`src/uart_cfg_pkg.sv`:
```
// Package with register map, field positions and constants of the serial channel
package uart_cfg_pkg;
  // Register offsets (byte addresses on the plain register port)
  localparam logic [7:0] CTRL_OFS = 8'h1a;
  localparam logic [7:0] RXCFG_OFS = 8'h1b;
  localparam logic [7:0] BAUD_OFS = 8'h1c;
  localparam logic [7:0] STATUS_OFS = 8'h1d;
  localparam logic [7:0] DATA_OFS = 8'h1e;
  localparam logic [7:0] GATE_OFS = 8'h1f;
  // Control register fields
  localparam int TXE_BIT = 7;
  localparam int RXE_BIT = 6;
  localparam int TXSTOP_BIT = 5;
  localparam int EVEN_BIT = 4;
  localparam int PAR_BIT = 3;
  localparam int IRDA_BIT = 2;
  localparam int BRG_BIT = 1;
  // Receive configuration fields
  localparam int RTSEL_LSB = 3;
  localparam int NOISE_LSB = 1;
  localparam int RXSTOP_BIT = 0;
  // Status fields
  localparam int PARITY_ERR_BIT = 7;
  localparam int FRAME_ERR_BIT = 6;
  localparam int OVERRUN_BIT = 5;
  localparam int RBSY_BIT = 3;
  localparam int RXFULL_BIT = 2;
  localparam int TBSY_BIT = 1;
  localparam int TXFULL_BIT = 0;
  // Reset values
  localparam logic [7:0] CTRL_RST = 8'h00;
  localparam logic [7:0] RXCFG_RST = 8'h00;
  localparam logic [7:0] BAUD_RST = 8'h00;
  localparam logic [7:0] DATA_RST = 8'h00;
  localparam logic [4:0] RT_RST = 5'h00;
  // RT clock counts per frame bit
  localparam logic [4:0] RT15 = 5'h0f;
  localparam logic [4:0] RT16 = 5'h10;
  localparam logic [4:0] RT17 = 5'h11;
  localparam logic [3:0] DATA_BITS = 4'h8;
  typedef struct packed {
    logic [7:0] addr;
    logic [7:0] wdata;
    logic wr;
    logic rd;
  } reg_req_t;
endpackage

```
`src/uart_config_status_buffers.sv`:
```
// Serial channel with configuration, status and data buffers on a plain register port
//
// Implementation choice: the plain strobed port.
`timescale 1ns/10ps
module uart_config_status_buffers
  import uart_cfg_pkg::*;
(
  input wire logic sysClk, // 40 MHz system clock
  input wire logic reset, // Asynchronous reset, active high
  input wire logic [7:0] regAddr, // Register address
  input wire logic [7:0] regWdata, // Register write data
  input wire logic regWr, // Write strobe
  input wire logic regRd, // Read strobe
  output logic [7:0] regRdata_r, // Read data, cycle after strobe
  input wire logic baseTick, // Base clock enable (gear or low-frequency)
  input wire logic timerAOutput, // Timer output pulse used as base clock
  input wire logic lowPowerEntry, // Pulse on stop/idle/sleep entry
  input wire logic rxdIn, // Serial receive line
  output logic txdOut_r, // Serial transmit line
  output logic txIrq_r // Transmit request pulse
);
  reg_req_t req;
  logic [7:0] ctrl_r, rxCfg_r, baud_r, rxData_r, txData_r, txShift_r;
  logic gateEn_r;
  logic parityErr_r, framingErr_r, overrunErr_r, rxFull_r, txFull_r;
  logic [7:0] divCnt_r;
  logic rtTick;
  logic srcTick;
  logic txBusy, rxBusy;
  logic [7:0] statusWord;

  typedef enum {TX_IDLE, TX_START, TX_DATA, TX_PAR, TX_STOP1, TX_STOP2} tx_state_t;
  typedef enum {RX_IDLE, RX_START, RX_DATA, RX_PAR, RX_STOP1, RX_STOP2} rx_state_t;
  tx_state_t txState_r;
  rx_state_t rxState_r;
  logic [4:0] txRt_r, rxRt_r;
  logic [3:0] txBit_r, rxBit_r;
  logic txOdd_r, rxOdd_r;
  logic [7:0] rxShift_r;
  logic rxPar_r;
  logic [9:0] nfCnt_r;
  logic rxFilt_r;

  assign req = '{addr: regAddr, wdata: regWdata, wr: regWr, rd: regRd};
  assign txBusy = (txState_r != TX_IDLE);
  assign rxBusy = (rxState_r != RX_IDLE);

  // ****************************************
  // Register writes
  // ****************************************

  // Clock gate; resets to zero so software must set it first
  always_ff @(posedge sysClk or posedge reset) begin
    if (reset) begin
      gateEn_r <= 1'b0;
    end else if (req.wr && req.addr == GATE_OFS) begin
      gateEn_r <= req.wdata[0];
    end
  end

  // Control register with per-field write protection
  always_ff @(posedge sysClk or posedge reset) begin
    if (reset) begin
      ctrl_r <= CTRL_RST;
    end else if (lowPowerEntry) begin
      ctrl_r[TXE_BIT] <= 1'b0;
      ctrl_r[RXE_BIT] <= 1'b0;
    end else if (req.wr && req.addr == CTRL_OFS && gateEn_r) begin
      ctrl_r[TXE_BIT] <= req.wdata[TXE_BIT];
      ctrl_r[RXE_BIT] <= req.wdata[RXE_BIT];
      if (!ctrl_r[TXE_BIT] && !txBusy) begin
        ctrl_r[TXSTOP_BIT] <= req.wdata[TXSTOP_BIT];
        ctrl_r[IRDA_BIT] <= req.wdata[IRDA_BIT];
      end
      if (!ctrl_r[TXE_BIT] && !txBusy && !ctrl_r[RXE_BIT] && !rxBusy) begin
        ctrl_r[EVEN_BIT] <= req.wdata[EVEN_BIT];
        ctrl_r[PAR_BIT] <= req.wdata[PAR_BIT];
        ctrl_r[BRG_BIT] <= req.wdata[BRG_BIT];
      end
    end
  end

  // Receive configuration; kept across low power, guarded while operating
  always_ff @(posedge sysClk or posedge reset) begin
    if (reset) begin
      rxCfg_r <= RXCFG_RST;
    end else if (req.wr && req.addr == RXCFG_OFS && gateEn_r) begin
      if (!ctrl_r[TXE_BIT] && !txBusy && !ctrl_r[RXE_BIT] && !rxBusy) begin
        rxCfg_r[RTSEL_LSB+:3] <= req.wdata[RTSEL_LSB+:3];
      end
      if (!ctrl_r[RXE_BIT] && !rxBusy) begin
        rxCfg_r[NOISE_LSB+:2] <= req.wdata[NOISE_LSB+:2];
        rxCfg_r[RXSTOP_BIT] <= req.wdata[RXSTOP_BIT];
      end
    end
  end

  // Baud divider; software is expected to stop both directions first
  always_ff @(posedge sysClk or posedge reset) begin
    if (reset) begin
      baud_r <= BAUD_RST;
    end else if (req.wr && req.addr == BAUD_OFS && gateEn_r) begin
      baud_r <= req.wdata;
    end
  end

  // Transmit buffer shares the address of the receive buffer
  always_ff @(posedge sysClk or posedge reset) begin
    if (reset) begin
      txData_r <= DATA_RST;
    end else if (req.wr && req.addr == DATA_OFS && gateEn_r) begin
      txData_r <= req.wdata;
    end
  end

  // ****************************************
  // Register reads
  // ****************************************

  // Status word; bit 4 tied low
  always_comb begin
    statusWord = 8'h00;
    statusWord[PARITY_ERR_BIT] = parityErr_r;
    statusWord[FRAME_ERR_BIT] = framingErr_r;
    statusWord[OVERRUN_BIT] = overrunErr_r;
    statusWord[RBSY_BIT] = rxBusy;
    statusWord[RXFULL_BIT] = rxFull_r;
    statusWord[TBSY_BIT] = txBusy;
    statusWord[TXFULL_BIT] = txFull_r;
  end

  // Read data stands in the cycle after the strobe only
  always_ff @(posedge sysClk or posedge reset) begin
    if (reset) begin
      regRdata_r <= 8'h00;
    end else if (req.rd) begin
      unique case (req.addr)
        CTRL_OFS: regRdata_r <= ctrl_r & 8'hfe;
        RXCFG_OFS: regRdata_r <= {2'b00, rxCfg_r[5:0]};
        BAUD_OFS: regRdata_r <= baud_r;
        STATUS_OFS: regRdata_r <= statusWord;
        DATA_OFS: regRdata_r <= rxData_r;
        GATE_OFS: regRdata_r <= {7'h00, gateEn_r};
        default: regRdata_r <= 8'h00;
      endcase
    end else begin
      regRdata_r <= 8'h00;
    end
  end

  // ****************************************
  // RT clock generation
  // ****************************************

  // Timer source bypasses the divider entirely
  assign srcTick = gateEn_r && (ctrl_r[BRG_BIT] ? timerAOutput : baseTick);
  assign rtTick = srcTick && (ctrl_r[BRG_BIT] || divCnt_r == baud_r);

  always_ff @(posedge sysClk or posedge reset) begin
    if (reset) begin
      divCnt_r <= 8'h00;
    end else if (srcTick) begin
      divCnt_r <= (divCnt_r == baud_r) ? 8'h00 : divCnt_r + 8'h01;
    end
  end

  // RT clocks for one frame bit, odd or even position
  function automatic logic [4:0] bitLen(input logic [2:0] sel, input logic odd);
    unique case (sel)
      3'h0: bitLen = RT16;
      3'h1: bitLen = odd ? RT16 : RT17;
      3'h2: bitLen = RT15;
      3'h3: bitLen = odd ? RT15 : RT16;
      default: bitLen = RT17; // Reserved codes behave as 17
    endcase
  endfunction

  // ****************************************
  // Receive noise filter
  // ****************************************

  // Level must hold for 1,2,4 times divider+1 base clocks to be accepted
  logic [9:0] nfLimit;
  always_comb begin
    unique case (rxCfg_r[NOISE_LSB+:2])
      2'h0: nfLimit = 10'h000;
      2'h1: nfLimit = {2'b00, baud_r};
      2'h2: nfLimit = {1'b0, baud_r, 1'b1};
      default: nfLimit = {baud_r, 2'b11};
    endcase
  end

  always_ff @(posedge sysClk or posedge reset) begin
    if (reset) begin
      rxFilt_r <= 1'b1;
      nfCnt_r <= 10'h000;
    end else if (rxdIn == rxFilt_r) begin
      nfCnt_r <= 10'h000;
    end else if (nfLimit == 10'h000) begin
      rxFilt_r <= rxdIn;
    end else if (srcTick) begin
      if (nfCnt_r >= nfLimit) begin
        rxFilt_r <= rxdIn;
        nfCnt_r <= 10'h000;
      end else begin
        nfCnt_r <= nfCnt_r + 10'h001;
      end
    end
  end

  // ****************************************
  // Transmitter
  // ****************************************

  // Frame: start, eight data, optional parity, one or two stops
  always_ff @(posedge sysClk or posedge reset) begin
    if (reset) begin
      txState_r <= TX_IDLE;
      txRt_r <= RT_RST;
      txBit_r <= 4'h0;
      txOdd_r <= 1'b1;
      txShift_r <= DATA_RST;
      txdOut_r <= 1'b1;
      txFull_r <= 1'b0;
      txIrq_r <= 1'b0;
    end else if (lowPowerEntry) begin
      txState_r <= TX_IDLE;
      txdOut_r <= 1'b1;
      txFull_r <= 1'b0;
      txIrq_r <= 1'b0;
    end else begin
      txIrq_r <= 1'b0;
      if (req.wr && req.addr == DATA_OFS && gateEn_r) begin
        txFull_r <= 1'b1;
      end
      if (txState_r == TX_IDLE) begin
        if (ctrl_r[TXE_BIT] && txFull_r && rtTick) begin
          txShift_r <= txData_r;
          txIrq_r <= 1'b1;
          txFull_r <= (req.wr && req.addr == DATA_OFS && gateEn_r); // Set wins over clear
          txState_r <= TX_START;
          txdOut_r <= 1'b0;
          txOdd_r <= 1'b1;
          txRt_r <= RT_RST;
        end
      end else if (rtTick) begin
        if (txRt_r + 5'h01 < bitLen(rxCfg_r[RTSEL_LSB+:3], txOdd_r)) begin
          txRt_r <= txRt_r + 5'h01;
        end else begin
          txRt_r <= RT_RST;
          txOdd_r <= !txOdd_r;
          unique case (txState_r)
            TX_START: begin
              txState_r <= TX_DATA;
              txBit_r <= 4'h0;
              txdOut_r <= txShift_r[0];
            end
            TX_DATA: begin
              if (txBit_r == DATA_BITS - 4'h1) begin
                txState_r <= ctrl_r[PAR_BIT] ? TX_PAR : TX_STOP1;
                txdOut_r <= ctrl_r[PAR_BIT] ? (^txShift_r ^ !ctrl_r[EVEN_BIT]) : 1'b1;
              end else begin
                txBit_r <= txBit_r + 4'h1;
                txdOut_r <= txShift_r[txBit_r[2:0] + 3'h1];
              end
            end
            TX_PAR: begin
              txState_r <= TX_STOP1;
              txdOut_r <= 1'b1;
            end
            TX_STOP1: txState_r <= ctrl_r[TXSTOP_BIT] ? TX_STOP2 : TX_IDLE;
            TX_STOP2: txState_r <= TX_IDLE;
            default: txState_r <= TX_IDLE;
          endcase
        end
      end
    end
  end

  // ****************************************
  // Receiver
  // ****************************************

  // Samples each bit at its middle RT clock; errors are sticky until low power
  always_ff @(posedge sysClk or posedge reset) begin
    if (reset) begin
      rxState_r <= RX_IDLE;
      rxRt_r <= RT_RST;
      rxBit_r <= 4'h0;
      rxOdd_r <= 1'b1;
      rxShift_r <= DATA_RST;
      rxData_r <= DATA_RST;
      rxPar_r <= 1'b0;
      rxFull_r <= 1'b0;
      parityErr_r <= 1'b0;
      framingErr_r <= 1'b0;
      overrunErr_r <= 1'b0;
    end else if (lowPowerEntry) begin
      rxState_r <= RX_IDLE;
      rxFull_r <= 1'b0;
      parityErr_r <= 1'b0;
      framingErr_r <= 1'b0;
      overrunErr_r <= 1'b0;
    end else begin
      // Reading the buffer empties it; a frame landing the same cycle wins
      if (req.rd && req.addr == DATA_OFS) begin
        rxFull_r <= 1'b0;
      end
      if (rxState_r == RX_IDLE) begin
        if (ctrl_r[RXE_BIT] && !rxFilt_r && rtTick) begin
          rxState_r <= RX_START;
          rxRt_r <= RT_RST;
          rxOdd_r <= 1'b1;
        end
      end else if (rtTick) begin
        if (rxRt_r + 5'h01 < bitLen(rxCfg_r[RTSEL_LSB+:3], rxOdd_r)) begin
          rxRt_r <= rxRt_r + 5'h01;
          if (rxRt_r == RT_RST + 5'h07) begin
            unique case (rxState_r)
              RX_START: if (rxFilt_r) rxState_r <= RX_IDLE; // False start
              RX_DATA: rxShift_r <= {rxFilt_r, rxShift_r[7:1]};
              RX_PAR: rxPar_r <= rxFilt_r;
              RX_STOP1: begin
                if (!rxCfg_r[RXSTOP_BIT]) begin
                  framingErr_r <= framingErr_r | !rxFilt_r;
                end
              end
              RX_STOP2: framingErr_r <= framingErr_r | !rxFilt_r;
              default: ;
            endcase
          end
        end else begin
          rxRt_r <= RT_RST;
          rxOdd_r <= !rxOdd_r;
          unique case (rxState_r)
            RX_START: begin
              rxState_r <= RX_DATA;
              rxBit_r <= 4'h0;
            end
            RX_DATA: begin
              if (rxBit_r == DATA_BITS - 4'h1) begin
                rxState_r <= ctrl_r[PAR_BIT] ? RX_PAR : RX_STOP1;
              end else begin
                rxBit_r <= rxBit_r + 4'h1;
              end
            end
            RX_PAR: rxState_r <= RX_STOP1;
            RX_STOP1: begin
              rxState_r <= rxCfg_r[RXSTOP_BIT] ? RX_STOP2 : RX_IDLE;
              if (ctrl_r[PAR_BIT] && (^rxShift_r ^ rxPar_r ^ !ctrl_r[EVEN_BIT])) begin
                parityErr_r <= 1'b1;
              end
              if (rxFull_r && !(req.rd && req.addr == DATA_OFS)) begin
                overrunErr_r <= 1'b1; // Unread data kept, new frame lost
              end else begin
                rxData_r <= rxShift_r;
                rxFull_r <= 1'b1;
              end
            end
            RX_STOP2: rxState_r <= RX_IDLE;
            default: rxState_r <= RX_IDLE;
          endcase
        end
      end
    end
  end
endmodule

```
`config.mk`:
```
export PLATFORM = sky130hd
export DESIGN_NAME = uart_config_status_buffers
export DESIGN_NICKNAME = d
export VERILOG_FILES = /design/src/uart_cfg_pkg.sv /design/src/uart_config_status_buffers.sv
export SDC_FILE = /design/constraint.sdc
export NUM_CORES = 1
export LEC_CHECK = 0
export ABC_AREA = 1
export BUFFER_PORTS_ARGS = -buffer_cell sky130_fd_sc_hd__buf_2
export CAP_MARGIN = 10
export CORE_UTILIZATION = 40
export CTS_CLUSTER_DIAMETER = 100
export DETAILED_ROUTE_END_ITERATION = 10
export PLACE_DENSITY = 0.66
export SETUP_SLACK_MARGIN = 0.05
export SKIP_LAST_GASP = 1
export SYNTH_ARGS = -nofsm -noshare
export SYNTH_HDL_FRONTEND = slang
export SYNTH_SLANG_ARGS = --single-unit
```
`constraint.sdc`:
```
create_clock -name sysClk -period 3.6 [get_ports sysClk]
set_input_delay 0.54 -clock sysClk [delete_from_list [all_inputs] [get_ports sysClk]]
set_output_delay 0.54 -clock sysClk [all_outputs]
set_load 0.01 [all_outputs]
```
==> impl_metrics.tcl, run 1 <==
set metrics [dict create \
    status "finished, final reports clean" \
    path_cells "nand2_1 > nor2_1 > or3_1 > inv_1 > ha_1 > a21oi_1 > o21ai_0 > nand2_1 > nand4_1 > inv_1 > nand2_1 > nor2_1 > nand2_1 > nand2_1" \
    synthToLayoutAreaGrowth_pct 14.3 \
    cts_root_buf "clkbuf_16" \
    crit_top_cell "nand2_1" \
    track_usage_pct 19.7 \
    synth-edff-count 0 \
    drc 0 \
    layout.cells.most_common "nand2_1" \
    routabilityCongestion 0.860 \
    nNetsFinal 980 \
    power_density_mw_per_mm2 435 \
    num_io_pins 34 \
    critPathLaunchType "register" \
    clkLatencyLatePin_ns 0.42 \
    crit_arrival_ns 2.92 \
    slew_violations 0 \
    clkSinkCount 115 \
    cp_top_family "simple AND/OR/NAND/NOR gates" \
    die_w_um 133 \
    syn_area_per_cell_um2 7.72 \
    leakage_nw 3.85 \
    wl_per_cell_um 13.9 \
    grt_pass1_vias 5479 \
    fin_crit_ns 2.57 \
    drt_wl_total_mm 16.3 \
    path_max_fanout 9 \
    dp_hpwl_mm 12.1 \
    yosysWarnings 0 \
    cpPeakStageDelay_ns 0.43 \
    hold_viol 0 \
    postRouteAntennaNets 0 \
    hold_path_class "input pin to async pin" \
    fp-row-count 47 \
    postCtsSetupBuffers 0 \
    cap_violations 0 \
    finalSetupTns_ns 0 \
    initial_core_util_pct 41.1 \
    synth_cell_type_count 50 \
    crit_type "register to register" \
    rsz0062_at_grt "no" \
    diodes 0 \
    io_buffers 33 \
    grt_pass1_wl_mm 27.5 \
    fillers 1676 \
    syn-cell-area_mm2 0.00687 \
    fp.dieH_um 133 \
    synthFlopType "dfrtp_1" \
    drt_iter0_drc 488 \
    worstMarginPinSlew_ns 0.846 \
    syn-num-nets 936 \
    yosysSeqAreaShare_pct 42.0 \
    cts_tree "built" \
    finalPower_mw 3.42 \
    first_pass_iters 5 \
    clk_pin_slew_ns 0.06 \
    critPathCaptureType "register" \
    vias 5897 \
    path_buf_inv 2 \
    antenna_found_initial 0 \
    max-clock-path-buffers 2 \
    ir_worst_vdd_v 0.000328 \
    grt_overflow 0 \
    period_share_pct 71.4 \
    setup_violations 0 \
    async_reset_ff_share_pct 100 \
    final_cell_mix "213 x nand2_1, 124 x inv_1, 111 x dfrtp_1, 77 x nor2_1, 66 x nand3_1" \
    die-area_mm2 0.0177 \
    cts.repair.resized 0 \
    layout-drive-gt1-share_pct 12.8 \
    grt_max_degree 80 \
    viasPerCell 5.05 \
    cp_slowest_cell "dfrtp_1" \
    required_ns 3.95 \
    core_mm2 0.0167 \
    slew-limit-headroom_pct 43.5 \
    htreeDepth 4 \
    fmax_ghz 0.389 \
    syn_inst 890 \
    skew_ns 0.0171 \
    utilization_pct 47.0 \
    cts_hold_buf 0 \
    ys_seq_elements 115 \
    numCtsBuffers 17 \
]
## sequential cells by signal, summed over array words and instances (netlist names), 3 cells and up
name        flops
txBit_r         4
divCnt_r        8
txShift_r       8
rxShift_r       8
ctrl_r          7
baud_r          8
rxBit_r         4
rxState_r       3
rxData_r        8
txData_r        8
regRdata_r      8
rxCfg_r         6
txRt_r          5
nfCnt_r        10
rxRt_r          5
txState_r       3
## synthesized netlist by cell type, types with 3 or more instances
| cell type | count | area share [%] |
|---|---|---|
| a211oi_1 | 6 | 0.66 |
| o22ai_1 | 17 | 1.5 |
| o21ai_1 | 5 | 0.36 |
| nor3b_1 | 4 | 0.44 |
| ha_1 | 22 | 4.0 |
| nor3_1 | 19 | 1.4 |
| a21oi_1 | 30 | 2.2 |
| buf_6 | 3 | 0.49 |
| dfrtp_1 | 111 | 40 |
| inv_1 | 125 | 6.8 |
| nand2_4 | 5 | 0.82 |
| buf_2 | 3 | 0.22 |
| o21ai_0 | 65 | 4.7 |
| nor2_2 | 3 | 0.27 |
| nand3_1 | 66 | 4.8 |
| o21ai_2 | 8 | 1.0 |
| nor3_2 | 3 | 0.44 |
| o211ai_1 | 6 | 0.66 |
| nand2_1 | 213 | 12 |
| xor2_1 | 14 | 1.8 |
| dfstp_2 | 4 | 1.5 |
| o21a_1 | 3 | 0.33 |
| nand3b_1 | 3 | 0.33 |
| nor2_1 | 77 | 4.2 |
| inv_2 | 6 | 0.33 |
| nand2_2 | 9 | 0.82 |
| clkbuf_1 | 4 | 0.22 |
| nand4_1 | 14 | 1.3 |
| xnor2_1 | 13 | 1.7 |
## metrics by stage
stage	hold slack, ns	cell area [um^2]	setup WS (ns)	instances
floorplan	0.442	6880	1.34	890
global placement	0.456	7280	1.09	1135
global route	0.346	7860	0.735	1167
CTS	0.304	7860	1.05	1167
finish	0.280	7860	1.03	1167
detailed placement	0.455	7280	1.07	1135
## cells by family after synthesis
family,Yosys count,synth area share (%)
flops,115,42.0
fa+ha+maj,22,4.01
simple gates,434,29.7
mux,1,0.146
xor+xnor,27,3.44
buf+inv,142,8.14
compound gates,149,12.7
## layout make-up
type / count / area, um^2 / share of cell area [%]
tap: 220 / 275 / 3.50
clock inverter: 13 / 134 / 1.70
inverter: 132 / 499 / 6.35
sequential: 115 / 2880 / 36.7
multi-input combinational: 633 / 3430 / 43.7
timing repair buffer: 35 / 193 / 2.45
clock buffer: 19 / 443 / 5.64
## routing by layer
layer | track usage (%) | up-vias | share of wire [%]
li1 | - | 3013 | -
met1 | 27.7 | 2726 | 50
met2 | 29.8 | 136 | 44
met3 | 4.14 | 22 | 4.1
met4 | 6.90 | 0 | 2.0
met5 | 0 | - | 0
## final timing paths
kind,from,endpoint,slack (ns),depth (start not counted)
worst max register to register,rxCfg_r[2],nfCnt_r[1],1.03,14
max in group asynchronous,reset,txdOut_r,2.39,3
min in group sysClk,regWdata[5],ctrl_r[5],0.37,3
worst max-delay path,rxCfg_r[2],nfCnt_r[1],1.03,14
worst min register to register,txData_r[0],txShift_r[0],0.46,2
worst min-delay path,reset,rxData_r[2],0.28,2
## where the power goes
part	total, mW	switching [mW]	internal (mW)
clock	1.64	0.611	1.03
combinational	0.369	0.249	0.120
sequential	1.40	0.0599	1.34
Power figures use the tool's default switching activity.
==> inputs of run 2 (changes only) <==
PLACE_DENSITY = 0.64   (was 0.66)
clock period = 2.6 ns   (was 3.6 ns; I/O delays follow)
==> impl_metrics.tcl, run 2 (same netlist as run 1, synthesis figures left out) <==
set metrics [dict create \
    final_cell_mix "207 x nand2_1, 122 x inv_1, 109 x dfrtp_1, 75 x nor2_1, 66 x nand3_1" \
    clkLatencyLatePin_ns 0.42 \
    die-area_mm2 0.0177 \
    power_density_mw_per_mm2 597 \
    worstMarginPinSlew_ns 0.669 \
    cap_violations 0 \
    wl_per_cell_um 14.3 \
    crit_type "register to register" \
    p_sw_mw 1.32 \
    max-clock-path-buffers 2 \
    layout.cells.most_common "nand2_1" \
    track_usage_pct 20.4 \
    fmax_ghz 0.418 \
    fin_crit_ns 2.39 \
    largest_register "nfCnt_r" \
    drt_wl_total_mm 17.0 \
    grt_max_degree 42 \
    status "finished, final reports clean" \
    drt_iter0_drc 390 \
    slew-limit-headroom_pct 55.1 \
    viasPerCell 5.08 \
    synthToLayoutAreaGrowth_pct 19.1 \
    die_w_um 133 \
    p_seq_share_pct 39.8 \
    largest_reg_flops 10 \
    grt_overflow 0 \
    grt_pass1_wl_mm 28.3 \
    crit_arrival_ns 2.69 \
    swShare_pct 27.1 \
    ir_worst_vdd_v 0.000480 \
    hold_path_class "input pin to async pin" \
    dp_hpwl_mm 12.7 \
    htreeDepth 4 \
    hold_viol 0 \
    core_mm2 0.0167 \
    placed_cells 1150 \
    clk_pin_slew_ns 0.06 \
    critPathLaunchType "register" \
    pwr-share-comb_pct 11.1 \
    period_share_pct 91.9 \
    grt_pass1_vias 5689 \
    num_io_pins 34 \
    leakage_nw 4.02 \
    postRouteAntennaNets 0 \
    numCtsBuffers 17 \
    worst-r2r-setup-slack_ns 0.21 \
    required_ns 2.90 \
    instances_no_fill 1191 \
    cts_hold_buf 0 \
    diodes 0 \
    slew_violations 0 \
    hold_slack_ns 0.0235 \
    cts_root_buf "clkbuf_16" \
    cts_tree "built" \
    path_max_fanout 8 \
    critPathCaptureType "register" \
    first_pass_iters 5 \
    intPower_mw 3.56 \
    clkSinkCount 115 \
    setup_violations 0 \
    nNetsFinal 1004 \
    initial_core_util_pct 41.1 \
    antenna_found_initial 0 \
    drc 0 \
    clock_power_share_pct 49.1 \
    finalPower_mw 4.88 \
    routabilityCongestion 0.855 \
    rsz0062_at_grt "yes" \
    layout-drive-gt1-share_pct 17.0 \
    vias 6053 \
    skew_ns 0.00554 \
    utilization_pct 49.0 \
    fp-row-count 47 \
    fp.dieH_um 133 \
    io_buffers 33 \
    finalSetupTns_ns 0 \
]
-- run 2: what timing repair did --
item	4_1_cts	5_1_grt
setup endpoints to repair	0	35
gates resized for setup	0	30
endpoints found under the hold margin	0	0
setup buffers	0	8
-- run 2: through the flow --
step                      setup WS (ns)  area (um^2)
after CTS                         0.132         8010
final                             0.209         8180
after floorplan                   0.343         6880
after global routing            0.00286         8180
after detailed placement          0.156         7400
after global placement            0.241         7400
-- run 2: worst paths after layout --
path	startpoint	end	cells after the start
setup / recovery	rxOdd_r	rxShift_r[2]	17
hold / removal	reset	rxShift_r[2]	2
setup reg to reg	rxOdd_r	rxShift_r[2]	17
hold reg to reg	txData_r[2]	txShift_r[2]	2
max in group asynchronous	reset	txdOut_r	3
min in group sysClk	regWdata[5]	ctrl_r[5]	3
-- run 2: layout make-up --
class                           instances  area, um^2
Clock buffer                           17         425
Clock inverter                         15         183
Fill cell                            1661        8520
Inverter                              132         502
Multi-Input combinational cell        633        3480
Sequential cell                       115        2890
Tap cell                              220         275
Timing Repair Buffer                   59         432
-- run 2: power by group through the flow --
stage / clock (mW) / sequential [mW] / combinational (mW)
after floorplan: 0 / 1.95 / 0.384
after global placement: 0 / 1.97 / 0.530
after detailed placement: 0 / 1.97 / 0.539
after CTS: 2.44 / 1.94 / 0.540
after global routing: 2.51 / 1.95 / 0.620
final: 2.40 / 1.94 / 0.542
-- run 2: per-layer routing --
layer | track usage, % | part of all wire, % | vias up
met1 | 28.3 | 49 | 2830
met5 | 0 | 0 | -
met4 | 7.09 | 2.0 | 0
met2 | 31.5 | 45 | 132
met3 | 4.33 | 4.4 | 29
li1 | - | - | 3062
-- run 2: critical path, stage by stage (launching register included) --
cell and delay (ns):
dfstp_2 0.53, inv_2 0.05, a21oi_2 0.14, inv_1 0.06
ha_1 0.26, inv_1 0.07, nor2_1 0.04, nor2_1 0.13
inv_1 0.06, nand3_1 0.06, nand2_1 0.07, nand3_2 0.10
nand2_4 0.10, inv_4 0.09, nand2_4 0.05, nor2_4 0.20
clkbuf_16 0.18, o21ai_0 0.07
